### src/rtl/quad_dac_params.svh
// constants for the quad converter serial load path
`ifndef QUAD_DAC_PARAMS_SVH
`define QUAD_DAC_PARAMS_SVH
`define WORD_BITS        16
`define CODE_BITS        12
`define ADDR_HI_POS      15
`define ADDR_LO_POS      14
`define CODE_MSB_POS     11
`define ZERO_SCALE_CODE  12'h000
`define MID_SCALE_CODE   12'h800
`define CHAN_RESET_CODE  12'h000
`define SCLK_HALF_CYCLES 16
`define HOLD_CYCLES      8
`define SYNC_IDLE_HIGH   2'h3
`define SYNC_IDLE_LOW    2'h0
`endif

### src/rtl/quad_dac_pkg.sv
// types shared by both ends of the serial load link
package quad_dac_pkg;
  typedef logic [15:0] word_type;
  typedef logic [11:0] code_type;
  typedef logic [1:0]  chan_type;
endpackage

### src/rtl/quad_dac_link_if.sv
// link wires between serial master and converter load path
`timescale 1ns/10ps
interface quad_dac_link_if;
  logic cs_n;
  logic sclk;
  logic serial_in;
  logic load_strobe_n;
  logic clear_n;
  logic clear_level_select;
  modport dev (input cs_n, input sclk, input serial_in, input load_strobe_n, input clear_n,
               input clear_level_select);
  modport master (output cs_n, output sclk, output serial_in, output load_strobe_n, output clear_n,
                  output clear_level_select);
endinterface

### src/rtl/quad_dac_load.sv
// converter end: shift register, address decode, channel registers
`timescale 1ns/10ps
`include "quad_dac_params.svh"
// What this block and the serial master do
// (RL1) sixteen bit shift register, first bit MSB
// (RL2) shift on rising clock while select low
// (RL3) word: address, two spare, twelve code bits
// (RL4) address picks channel A to D
// (RL5) master strobes load after sixteen bits
// (RL6) load strobe copies word to addressed channel
// (RL7) master shifts nothing while load held low
// (RL8) shift clock is select OR serial clock
// (RL9) master parks clock high around frame edges
// (RL10) clear loads zero or midscale per select
// (RL11) clear ignores select, else no change
// (RL12) clear value holds until next load strobe
// (RL13) code is straight binary, 4096 steps
// (RL14) extra edges keep newest sixteen bits
module quad_dac_load (
  input  wire logic                  clk,
  input  wire logic                  rst_n,
  quad_dac_link_if.dev               link,
  output logic [`CODE_BITS-1:0]      chan_a_code,
  output logic [`CODE_BITS-1:0]      chan_b_code,
  output logic [`CODE_BITS-1:0]      chan_c_code,
  output logic [`CODE_BITS-1:0]      chan_d_code,
  output quad_dac_pkg::word_type     input_word
);
  ////////////////////////////////////////////////////////////////////////////////
  logic [1:0]              cs_s_q;
  logic [1:0]              sclk_s_q;
  logic [1:0]              data_s_q;
  logic [1:0]              load_s_q;
  logic [1:0]              clr_s_q;
  logic [1:0]              sel_s_q;
  logic                    shclk;
  logic                    shclk_prev_q;
  logic                    load_prev_q;
  logic                    shift_edge;
  logic                    load_fall;
  logic [3:0]              load_hit;
  quad_dac_pkg::word_type  shift_q;
  quad_dac_pkg::code_type  chan_q [4];
  quad_dac_pkg::chan_type  addr;
  quad_dac_pkg::code_type  word_code;
  quad_dac_pkg::code_type  clear_code;

  // two-flop synchronisers, one per pin, reset to the pin's idle level
  always_ff @(posedge clk) begin
    if (!rst_n) begin
      cs_s_q <= `SYNC_IDLE_HIGH;
    end else begin
      cs_s_q <= {cs_s_q[0], link.cs_n};
    end
  end

  always_ff @(posedge clk) begin
    if (!rst_n) begin
      sclk_s_q <= `SYNC_IDLE_HIGH;
    end else begin
      sclk_s_q <= {sclk_s_q[0], link.sclk};
    end
  end

  always_ff @(posedge clk) begin
    if (!rst_n) begin
      data_s_q <= `SYNC_IDLE_LOW;
    end else begin
      data_s_q <= {data_s_q[0], link.serial_in};
    end
  end

  always_ff @(posedge clk) begin
    if (!rst_n) begin
      load_s_q <= `SYNC_IDLE_HIGH;
    end else begin
      load_s_q <= {load_s_q[0], link.load_strobe_n};
    end
  end

  always_ff @(posedge clk) begin
    if (!rst_n) begin
      clr_s_q <= `SYNC_IDLE_HIGH;
    end else begin
      clr_s_q <= {clr_s_q[0], link.clear_n};
    end
  end

  always_ff @(posedge clk) begin
    if (!rst_n) begin
      sel_s_q <= `SYNC_IDLE_LOW;
    end else begin
      sel_s_q <= {sel_s_q[0], link.clear_level_select};
    end
  end

  // or'ed after syncing, so a select rise with the clock low is an edge
  assign shclk = cs_s_q[1] | sclk_s_q[1]; // RL8

  always_ff @(posedge clk) begin
    if (!rst_n) begin
      shclk_prev_q <= 1'b1;
    end else begin
      shclk_prev_q <= shclk;
    end
  end

  always_ff @(posedge clk) begin
    if (!rst_n) begin
      load_prev_q <= 1'b1;
    end else begin
      load_prev_q <= load_s_q[1];
    end
  end

  assign shift_edge = shclk & ~shclk_prev_q;
  assign load_fall  = ~load_s_q[1] & load_prev_q;

  ////////////////////////////////////////////////////////////////////////////////
  // shift register, MSB first, oldest bits fall off the top
  always_ff @(posedge clk) begin
    if (!rst_n) begin
      shift_q <= 16'h0000;
    end else if (shift_edge) begin
      shift_q <= {shift_q[`WORD_BITS-2:0], data_s_q[1]}; // RL1 RL2 RL3 RL14
    end
  end

  assign addr      = {shift_q[`ADDR_HI_POS], shift_q[`ADDR_LO_POS]}; // RL3
  assign word_code = shift_q[`CODE_MSB_POS:0]; // RL13

  // zero or midscale while clear is low
  always_comb begin
    clear_code = `ZERO_SCALE_CODE;
    if (sel_s_q[1]) begin
      clear_code = `MID_SCALE_CODE;
    end
  end

  // one-hot channel pick from the two address bits
  always_comb begin
    load_hit = 4'h0;
    if (load_fall) begin
      unique case (addr)
        2'h0: load_hit = 4'h1; // RL4
        2'h1: load_hit = 4'h2; // RL4
        2'h2: load_hit = 4'h4; // RL4
        2'h3: load_hit = 4'h8; // RL4
      endcase
    end
  end

  ////////////////////////////////////////////////////////////////////////////////
  // channel registers; clear dominates, load on strobe fall
  always_ff @(posedge clk) begin
    for (int i = 0; i < 4; i++) begin
      if (!rst_n) begin
        chan_q[i] <= `CHAN_RESET_CODE;
      end else if (!clr_s_q[1]) begin
        chan_q[i] <= clear_code; // RL10 RL11
      end else if (load_hit[i]) begin
        chan_q[i] <= word_code; // RL6 RL12
      end
    end
  end

  ////////////////////////////////////////////////////////////////////////////////
  // registered outputs, one flop stage after the channel and shift registers
  always_ff @(posedge clk) begin
    if (!rst_n) begin
      chan_a_code <= `CHAN_RESET_CODE;
    end else begin
      chan_a_code <= chan_q[0];
    end
  end

  always_ff @(posedge clk) begin
    if (!rst_n) begin
      chan_b_code <= `CHAN_RESET_CODE;
    end else begin
      chan_b_code <= chan_q[1];
    end
  end

  always_ff @(posedge clk) begin
    if (!rst_n) begin
      chan_c_code <= `CHAN_RESET_CODE;
    end else begin
      chan_c_code <= chan_q[2];
    end
  end

  always_ff @(posedge clk) begin
    if (!rst_n) begin
      chan_d_code <= `CHAN_RESET_CODE;
    end else begin
      chan_d_code <= chan_q[3];
    end
  end

  always_ff @(posedge clk) begin
    if (!rst_n) begin
      input_word <= 16'h0000;
    end else begin
      input_word <= shift_q;
    end
  end
endmodule

### src/flat_wrapper.sv
// flat-port wrapper written by rule: the top's interface ports become plain ports
module quad_dac_load_flat 
  (clk, rst_n, chan_a_code, chan_b_code, chan_c_code, chan_d_code, input_word, link_cs_n, link_sclk, link_serial_in, link_load_strobe_n, link_clear_n, link_clear_level_select);
  quad_dac_link_if link_i ();
  input  wire logic clk;
  input  wire logic rst_n;
  output logic [`CODE_BITS-1:0] chan_a_code;
  output logic [`CODE_BITS-1:0] chan_b_code;
  output logic [`CODE_BITS-1:0] chan_c_code;
  output logic [`CODE_BITS-1:0] chan_d_code;
  output quad_dac_pkg::word_type input_word;
  input wire logic [$bits(link_i.cs_n)-1:0] link_cs_n;
  input wire logic [$bits(link_i.sclk)-1:0] link_sclk;
  input wire logic [$bits(link_i.serial_in)-1:0] link_serial_in;
  input wire logic [$bits(link_i.load_strobe_n)-1:0] link_load_strobe_n;
  input wire logic [$bits(link_i.clear_n)-1:0] link_clear_n;
  input wire logic [$bits(link_i.clear_level_select)-1:0] link_clear_level_select;
  assign link_i.cs_n = link_cs_n;
  assign link_i.sclk = link_sclk;
  assign link_i.serial_in = link_serial_in;
  assign link_i.load_strobe_n = link_load_strobe_n;
  assign link_i.clear_n = link_clear_n;
  assign link_i.clear_level_select = link_clear_level_select;
  quad_dac_load u_core (.clk(clk), .rst_n(rst_n), .link(link_i), .chan_a_code(chan_a_code), .chan_b_code(chan_b_code), .chan_c_code(chan_c_code), .chan_d_code(chan_d_code), .input_word(input_word));
endmodule
### config.mk
export PLATFORM = sky130hd
export DESIGN_NAME = quad_dac_load_flat
export DESIGN_NICKNAME = d
export VERILOG_FILES = /design/src/rtl/quad_dac_pkg.sv /design/src/rtl/quad_dac_link_if.sv /design/src/rtl/quad_dac_load.sv /design/src/flat_wrapper.sv
export VERILOG_INCLUDE_DIRS = /design/src /design/src/rtl
export SDC_FILE = /design/constraint.sdc
export NUM_CORES = 1
export LEC_CHECK = 0
export BUFFER_PORTS_ARGS = -buffer_cell sky130_fd_sc_hd__buf_2
export CAP_MARGIN = 20
export CORE_AREA = 2 2 122 101
export DETAILED_ROUTE_END_ITERATION = 10
export DIE_AREA = 0 0 124 103
export PLACE_DENSITY = 0.57
export SLEW_MARGIN = 10
export SYNTH_ARGS = -nofsm -noshare
export SYNTH_HDL_FRONTEND = slang
export SYNTH_SLANG_ARGS = --single-unit
### constraint.sdc
create_clock -name clk -period 2 [get_ports clk]
set_input_delay 0.4 -clock clk [delete_from_list [all_inputs] [get_ports clk]]
set_output_delay 0.4 -clock clk [all_outputs]
set_load 0.02 [all_outputs]
# Yosys cells after proc, flatten, opt, wreduce, memory -nomap -nowiden
# Memories as Yosys holds them, arrays and structs flattened. A register that Yosys moved wholly into a read port is not among the register bits.
# Index checks and enable logic that the tools add are counted.
[word_totals]
ff_bits = 46
mem_bits_rw = 48
in_bits = 8
output_inout_bits = 64
mem_count = 1
[memory_table]
columns = ["memory", "depth", "width", "rd", "rd_ports_with_merged_regs", "wr", "line_no", "text"]
rows = [
  ["u_core.chan_q", 4, 12, 4, 4, 4, "quad_dac_load.sv:43", "quad_dac_pkg::code_type chan_q [4];"],
]
[op_classes]
n_eq_ne = 3
mux = 31
n_bitwise = 13
reduce_logical = 5
[op_table]
columns = ["cell", "count"]
rows = [
  ["12-bit two-way mux", 9],
  ["1-bit two-way mux", 20],
  ["4-bit one-hot mux with 4 select lines", 1],
  ["1-bit bitwise OR", 9],
  ["2-bit equality test (second input constant)", 2],
  ["1-bit zero test", 4],
  ["4-bit two-way mux", 1],
  ["1-bit AND", 2],
  ["2-bit by 1-bit equality test with 1-bit output (second input constant)", 1],
  ["2-bit zero test", 1],
  ["1-bit inverter", 2],
]

# Depth between registers and ports, before layout
# Gate-level depths: netlist of run 1.
[logic_depth]
word_depth = 8
mapped_depth = 4

# Worst setup path before layout of run 1
# No wires, ideal clock.
[synth_path]
path_type = "register to register"
from = "register u_core.clr_s_q[1]"
to = "memory u_core.chan_q[0][0] (netlist bit) (enable)"
setup_ns = 0.363
arrival_ns = 1.236
path_slack_ns = 0.401
stages_incl_launch_ff = 5
synth_period_minus_slack_ns = 1.599
cell_sequence = "dfxtp_1 nand4b_1 nor3_2 buf_4 nand3b_1"
[synth_rtl]
columns = ["item", "line_no", "text"]
rows = [
  ["start, declared", "quad_dac_load.sv:34", "logic [1:0] clr_s_q;"],
  ["start signal, assigned", "quad_dac_load.sv:83", "clr_s_q <= `SYNC_IDLE_HIGH;"],
  ["start signal, assigned", "quad_dac_load.sv:85", "clr_s_q <= {clr_s_q[0], link.clear_n};"],
  ["end, declared", "quad_dac_load.sv:43", ""],
]

==> results by group, run 1 <==
Floorplanning
  – Die W: 124 µm
  – # rows: 36
  – # IOs: 72
  – Overall die height: 103 µm
  – Die ar.: 0.0128 mm²
  – Core area: 0.0117 mm²
  – Starting Density: 38.6%

Setup path
  – FF-to-FF Start: u_core.clr_s_q[1]$_SDFF_PN1_
  – Worst r2r path cells: 3
  – Flop-to-flop setup slack: 0.29 ns
  – Worst path arrival time: 1.75 ns
  – Critical path data required time: 2.04 ns
  – WS Path Type: register to register
  – Startpoint types: register
  – CP max FO: 12
  – R2R Path End: u_core.chan_q[0][6]$_SDFFCE_PN0P_
  – Endpoint type of the worst setup path: register

Synthesis
  – Synth top area share: 41.7%
  – Ranking of synthesized cells by area: dfxtp_1 (42%), edfxtp_1 (32%), and2_1 (14%)
  – Yosys top cell by area: dfxtp_1
  – Largest family of logic cells by synthesized area: simple AND/OR/NAND/NOR gates
  – Synth warn: 0
  – Mapped Nets: 354
  – Seq/Total Area, Yosys: 73.6%
  – Post-Synth XOR/XNOR Area: 0%
  – Synth Register Bits: 142
  – Mapped cell area: 0.00452 mm²
  – Post-synthesis area per instance: 13.1 µm²
  – Compound-cell area share of the yosys netlist: 3.74%
  – Adder-cell share of the synthesized area: 0%
  – Cells after synthesis: 346
  – Mux cell area share after synthesis: 0.249%
  – Synthesized-area fraction occupied by and/or/nand/nor cells: 19.6%
  – Cell variety after synth: 24

Global route
  – Initial antenna violation count: 0
  – GR Util All Layers: 13.6%
  – Vias in the first global route: 2,556
  – Largest net degree at the start of global routing: 86
  – Global-route wire length before repair: 12.5 mm
  – Global route overflow: 0

Hold path
  – Min-Delay Path Depth: 2
  – Hold Path Sink: u_core.cs_s_q[0]$_SDFF_PN1_
  – Hold path start: link_cs_n
  – HP Class: input port to register

Cells and area
  – Layout cells sized above 1: 27.7%
  – Finished Core Util: 48.8%
  – Fillers: 1,058
  – Final-stage net count: 435
  – Final Non-Filler Cells: 592
  – Synthesis-to-finish area growth: 26.6%
  – Antenna diodes: 0

CTS
  – CTS buffer count: 17
  – Post-CTS Setup Inserts: 0
  – CTS resizes: 0
  – H-tree depth: 4
  – Root buf cell: clkbuf_16
  – CTS Hold Buffers Added: 0
  – Clock-pin slew on the worst setup and hold paths: 0.06 ns
  – Clock sinks: 142
  – Maximum clock path buffer count: 2
  – Worst skew pair latency: 0.41 ns
  – CTS tree: built

Place
  – Hpwl dp: 4.99 mm
  – Placed Cells: 560
  – Port-buffer cells: 71
  – Routability cong.: 0.718

Timing
  – Slew Limit Fails: 0
  – Endpoints failing hold: 0
  – Setup Skew: 0.00807 ns
  – Setup Viol. Count Final: 0
  – Period utilization: 85.5%
  – Measured slew at the worst slew-check pin: 0.661 ns
  – Setup TNS: 0 ns
  – Fmax: 0.585 GHz
  – Tmin final: 1.71 ns
  – Slew headroom: 55.8%
  – RSZ-0062 raised after global routing: no

Outcome
  – Status: finished, final reports clean

Pwr
  – Leakage: 2.58 nW
  – Worst vdd ir: 0.000710 V
  – Power density cells: 1170 mW/mm²

Detailed routing
  – Total wire length: 7.92 mm
  – Via/cell ratio: 4.27
  – Routed length per placed instance: 13.4 µm
  – Vias: 2,530
  – Post-route DRC: 0
  – DRC marker count from the first detailed-route iteration: 137
  – Routed Antenna Nets: 0
  – First-pass DRT Iterations: 4

Flow run
  – Max cap viols: 0
worst max-delay path, cell delays in order (launching register included):
cell and delay, ns:
dfxtp_1 0.46, nand4b_1 0.23, nor3_2 0.19, nand3b_1 0.47
sequential cells by signal, indices dropped and copies added (netlist names), 2 cells and up:
name                cells
u_core.chan_c_code     12
u_core.chan_b_code     12
u_core.shift_q         16
u_core.input_word      16
u_core.chan_d_code     12
u_core.chan_a_code     12
u_core.sel_s_q          2
u_core.chan_q          48
u_core.cs_s_q           2
u_core.data_s_q         2
u_core.clr_s_q          2
u_core.load_s_q         2
u_core.sclk_s_q         2
worst max path at each step:
stage                                         to                         start  slack, ns
2_1_floorplan  u_core.chan_q[0][0]$_SDFFCE_PN0P_  u_core.clr_s_q[1]$_SDFF_PN1_       0.40
3_3_place_gp   u_core.chan_q[0][6]$_SDFFCE_PN0P_                         rst_n       0.29
3_5_place_dp   u_core.chan_q[0][8]$_SDFFCE_PN0P_                         rst_n       0.24
4_1_cts        u_core.chan_q[0][8]$_SDFFCE_PN0P_  u_core.clr_s_q[1]$_SDFF_PN1_       0.25
5_1_grt        u_core.chan_q[0][6]$_SDFFCE_PN0P_  u_core.clr_s_q[1]$_SDFF_PN1_       0.11
6_report       u_core.chan_q[0][6]$_SDFFCE_PN0P_  u_core.clr_s_q[1]$_SDFF_PN1_       0.29
per-stage QoR:
step                setup WS, ns  area (µm²)  power, mW  hold slack, ns
floorplan                  0.401        4520       3.29           0.385
detailed placement         0.239        5040       3.38           0.399
global placement           0.295        5040       3.37           0.390
finish                     0.291        5720       6.72           0.162
CTS                        0.253        5720       6.79           0.142
global route               0.112        5720       6.92           0.161
cells by family after synthesis:
| kind of cell | count (synthesis) |
|---|---|
| compound gates | 23 |
| buf+inv | 28 |
| flops | 142 |
| mux | 1 |
| simple gates | 152 |
report_power, final:
part | switching (mW) | internal, mW | total, mW
clock | 1.15 | 2.26 | 3.40
combinational | 0.129 | 0.0719 | 0.201
sequential | 0.0301 | 3.08 | 3.11
total | 1.30 | 5.41 | 6.72
synth_stat cells (all sizes together):
cell type,n
a21oi,13
and2,99
buf,5
clkbuf,10
dfxtp,94
edfxtp,48
inv,13
mux2,1
nand2,18
nand2b,6
nand3b,2
nand4b,2
nor2,17
nor3,1
o211ai,3
o21ai,5
o21bai,1
o31ai,1
or2b,6
or3b,1
final cells by class:
cell class	instances	area (µm²)	area share, %
inverter	13	48.8	0.854
clock buffer	27	621	10.9
timing repair buffer	77	413	7.22
clock inverter	5	53.8	0.941
sequential	142	3320	58.1
multi-input combinational	176	1070	18.7
tap	152	190	3.33
per-layer routing:
metal / share of wire, % / vias to the layer above / routed length, µm / global-route usage (%)
li1: - / 1281 / - / -
met1: 49 / 1151 / 3890 / 17.2
met2: 43 / 78 / 3380 / 20.0
met3: 5.5 / 20 / 436 / 4.54
met4: 2.6 / 0 / 206 / 8.38
met5: 0 / - / 0 / 0
cells in the final DEF, fill, tap and decap left out:
cell / n
and2_1: 99
bufinv_16: 1
clkinv_4: 1
nand2b_1: 6
a21oi_2: 10
nand4b_1: 2
inv_1: 13
clkbuf_8: 3
nor2_1: 17
clkbuf_1: 1
o21bai_2: 1
edfxtp_1: 48
nand3b_1: 2
or2b_1: 6
o211ai_1: 3
dfxtp_1: 94
clkinv_2: 3
buf_4: 5
o31ai_1: 1
buf_2: 71
or3b_4: 1
nand2_1: 18
mux2_2: 1
nor3_2: 1
a21oi_1: 3
buf_12: 1
o21ai_0: 5
clkbuf_16: 23
(Power assumes the default switching activity.)
==> run 2, diff against run 1 <==
- RECOVER_POWER: unset -> 50
==> run 2 against run 1 <==
Net effect:
- hold slack better by 0.0019 ns
- non-clock buffer count did not move
- sequential power is essentially flat
- clock skew about the same
- largest power group unchanged
==> results by group, run 2 (synthesis results as in run 1) <==
Outcome
  – Status: finished, final reports clean

Cells and area
  – Antenna diodes: 0
  – Reg with most FFs: u_core.chan_q
  – Layout cells sized above 1: 19.8%
  – Largest regs: u_core.chan_q x48, u_core.input_word x16, u_core.shift_q x16
  – Commonest non-fill, non-tap cell in the layout: dfxtp_1
  – Final-stage net count: 435
  – Most frequent cells in the layout: dfxtp_1 (94), and2_1 (83), edfxtp_1 (48)
  – Fin area: 0.00567 mm²
  – Fillers: 1,079
  – Synthesis-to-finish area growth: 25.6%
  – Max reg flops: 48

Setup path
  – Worst path max stage delay: 0.48 ns
  – CP max FO: 12
  – WP buf/inv: 0
  – Endpoint type of the worst setup path: register
  – Critical path data required time: 2.04 ns
  – Crit-path slowest cell: nand3b_1
  – Flop-to-flop setup slack: 0.27 ns
  – Worst setup startpoint: u_core.clr_s_q[1]$_SDFF_PN1_
  – Worst path arrival time: 1.77 ns
  – R2R Path End: u_core.chan_q[0][6]$_SDFFCE_PN0P_
  – Worst r2r path cells: 3
  – CP cell instances: nand4b_1 -> nor3_2 -> nand3b_1
  – WS Path Type: register to register
  – Startpoint types: register
  – FF-to-FF Start: u_core.clr_s_q[1]$_SDFF_PN1_
  – Delay-heaviest family, CP: simple AND/OR/NAND/NOR gates

Global route
  – GR Util All Layers: 13.6%
  – Initial antenna violation count: 0
  – Largest net degree at the start of global routing: 86
  – Vias in the first global route: 2,556
  – Global-route wire length before repair: 12.5 mm
  – Global route overflow: 0

Pwr
  – Sw Share: 19.4%
  – Clock power share: 50.7%
  – Net Switching: 1.30 mW
  – Worst vdd ir: 0.000705 V
  – Combinational Power Share: 2.9%
  – Leakage: 2.43 nW
  – Power density cells: 1180 mW/mm²
  – Register share of total power: 46.4%
  – Pint: 5.40 mW

Detailed routing
  – Total wire length: 7.96 mm
  – Post-route DRC: 0
  – First-pass DRT Iterations: 4
  – Via/cell ratio: 4.27
  – Routed Antenna Nets: 0
  – DRC marker count from the first detailed-route iteration: 133
  – Routed length per placed instance: 13.4 µm
  – Vias: 2,526

Floorplanning
  – # rows: 36
  – # IOs: 72
  – Die ar.: 0.0128 mm²
  – Overall die height: 103 µm
  – Starting Density: 38.6%
  – Die W: 124 µm
  – Core area: 0.0117 mm²

CTS
  – Root buf cell: clkbuf_16
  – CTS buffer count: 17
  – CTS resizes: 0
  – Clock-pin slew on the worst setup and hold paths: 0.06 ns
  – Maximum clock path buffer count: 2
  – CTS tree: built
  – Worst skew pair latency: 0.41 ns
  – Post-CTS Setup Inserts: 0
  – Clock sinks: 142
  – H-tree depth: 4
  – CTS Hold Buffers Added: 0

Place
  – Placed Area: 0.00504 mm²
  – Setup slack at placement: 0.239 ns
  – Routability cong.: 0.718
  – Hpwl dp: 4.99 mm
  – Port-buffer cells: 71

Hold path
  – Min-Delay Path Depth: 2
  – Hold Path Sink: u_core.cs_s_q[0]$_SDFF_PN1_
  – HP Class: input port to register
  – Hold path start: link_cs_n

Timing
  – Setup TNS: 0 ns
  – Final worst slack: 0.269 ns
  – Tmin final: 1.73 ns
  – Fmax: 0.578 GHz
  – Period utilization: 86.6%
  – Measured slew at the worst slew-check pin: 0.750 ns
  – Endpoints failing hold: 0
  – Setup Viol. Count Final: 0
  – Setup Skew: 0.00819 ns
  – Slew headroom: 50.0%
  – RSZ-0062 raised after global routing: no
  – Hold slack: 0.164 ns
  – Slew Limit Fails: 0

Flow run
  – Max cap viols: 0
## run 2: final cells by class
type | count | area [µm²] | area share (%)
clock buffers | 27 | 621 | 10.9
clock inverters | 5 | 53.8 | 0.949
multi-input cells | 176 | 1070 | 18.8
well taps | 152 | 190 | 3.35
flip-flops and latches | 142 | 3320 | 58.6
repair buffers | 77 | 368 | 6.49
inverters | 13 | 48.8 | 0.860
## run 2: layer usage
layer	share of wire, %	track usage [%]	vias to the layer above
met1	49	17.2	1154
met5	0	0	-
met3	5.2	4.54	17
met2	43	20.0	72
met4	2.4	8.38	0
li1	-	-	1283
## run 2: worst max-delay path by stage
stage | endpoint | slack [ns] | cells past startpoint
2_1_floorplan | u_core.chan_q[0][0]$_SDFFCE_PN0P_ | 0.40 | 4
3_3_place_gp | u_core.chan_q[0][6]$_SDFFCE_PN0P_ | 0.29 | 4
3_5_place_dp | u_core.chan_q[0][8]$_SDFFCE_PN0P_ | 0.24 | 4
4_1_cts | u_core.chan_q[0][8]$_SDFFCE_PN0P_ | 0.25 | 3
5_1_grt | u_core.chan_q[0][6]$_SDFFCE_PN0P_ | 0.11 | 3
6_report | u_core.chan_q[0][6]$_SDFFCE_PN0P_ | 0.27 | 3
## run 2: stage by stage
step                      utilization (%)  cells  power, mW
after floorplan                         -    346       3.29
after global placement               43.1    560       3.37
after detailed placement             43.1    560       3.38
after CTS                            48.8    592       6.79
after global routing                 48.4    592       6.91
final                                48.4    592       6.70
## run 2: power groups by stage
stage	Combinational [mW]	Sequential (mW)	Clock [mW]
floorplan	0.0773	3.22	0
global placement	0.203	3.17	0
detailed placement	0.205	3.17	0
CTS	0.206	3.11	3.47
global route	0.215	3.12	3.58
finish	0.195	3.11	3.40
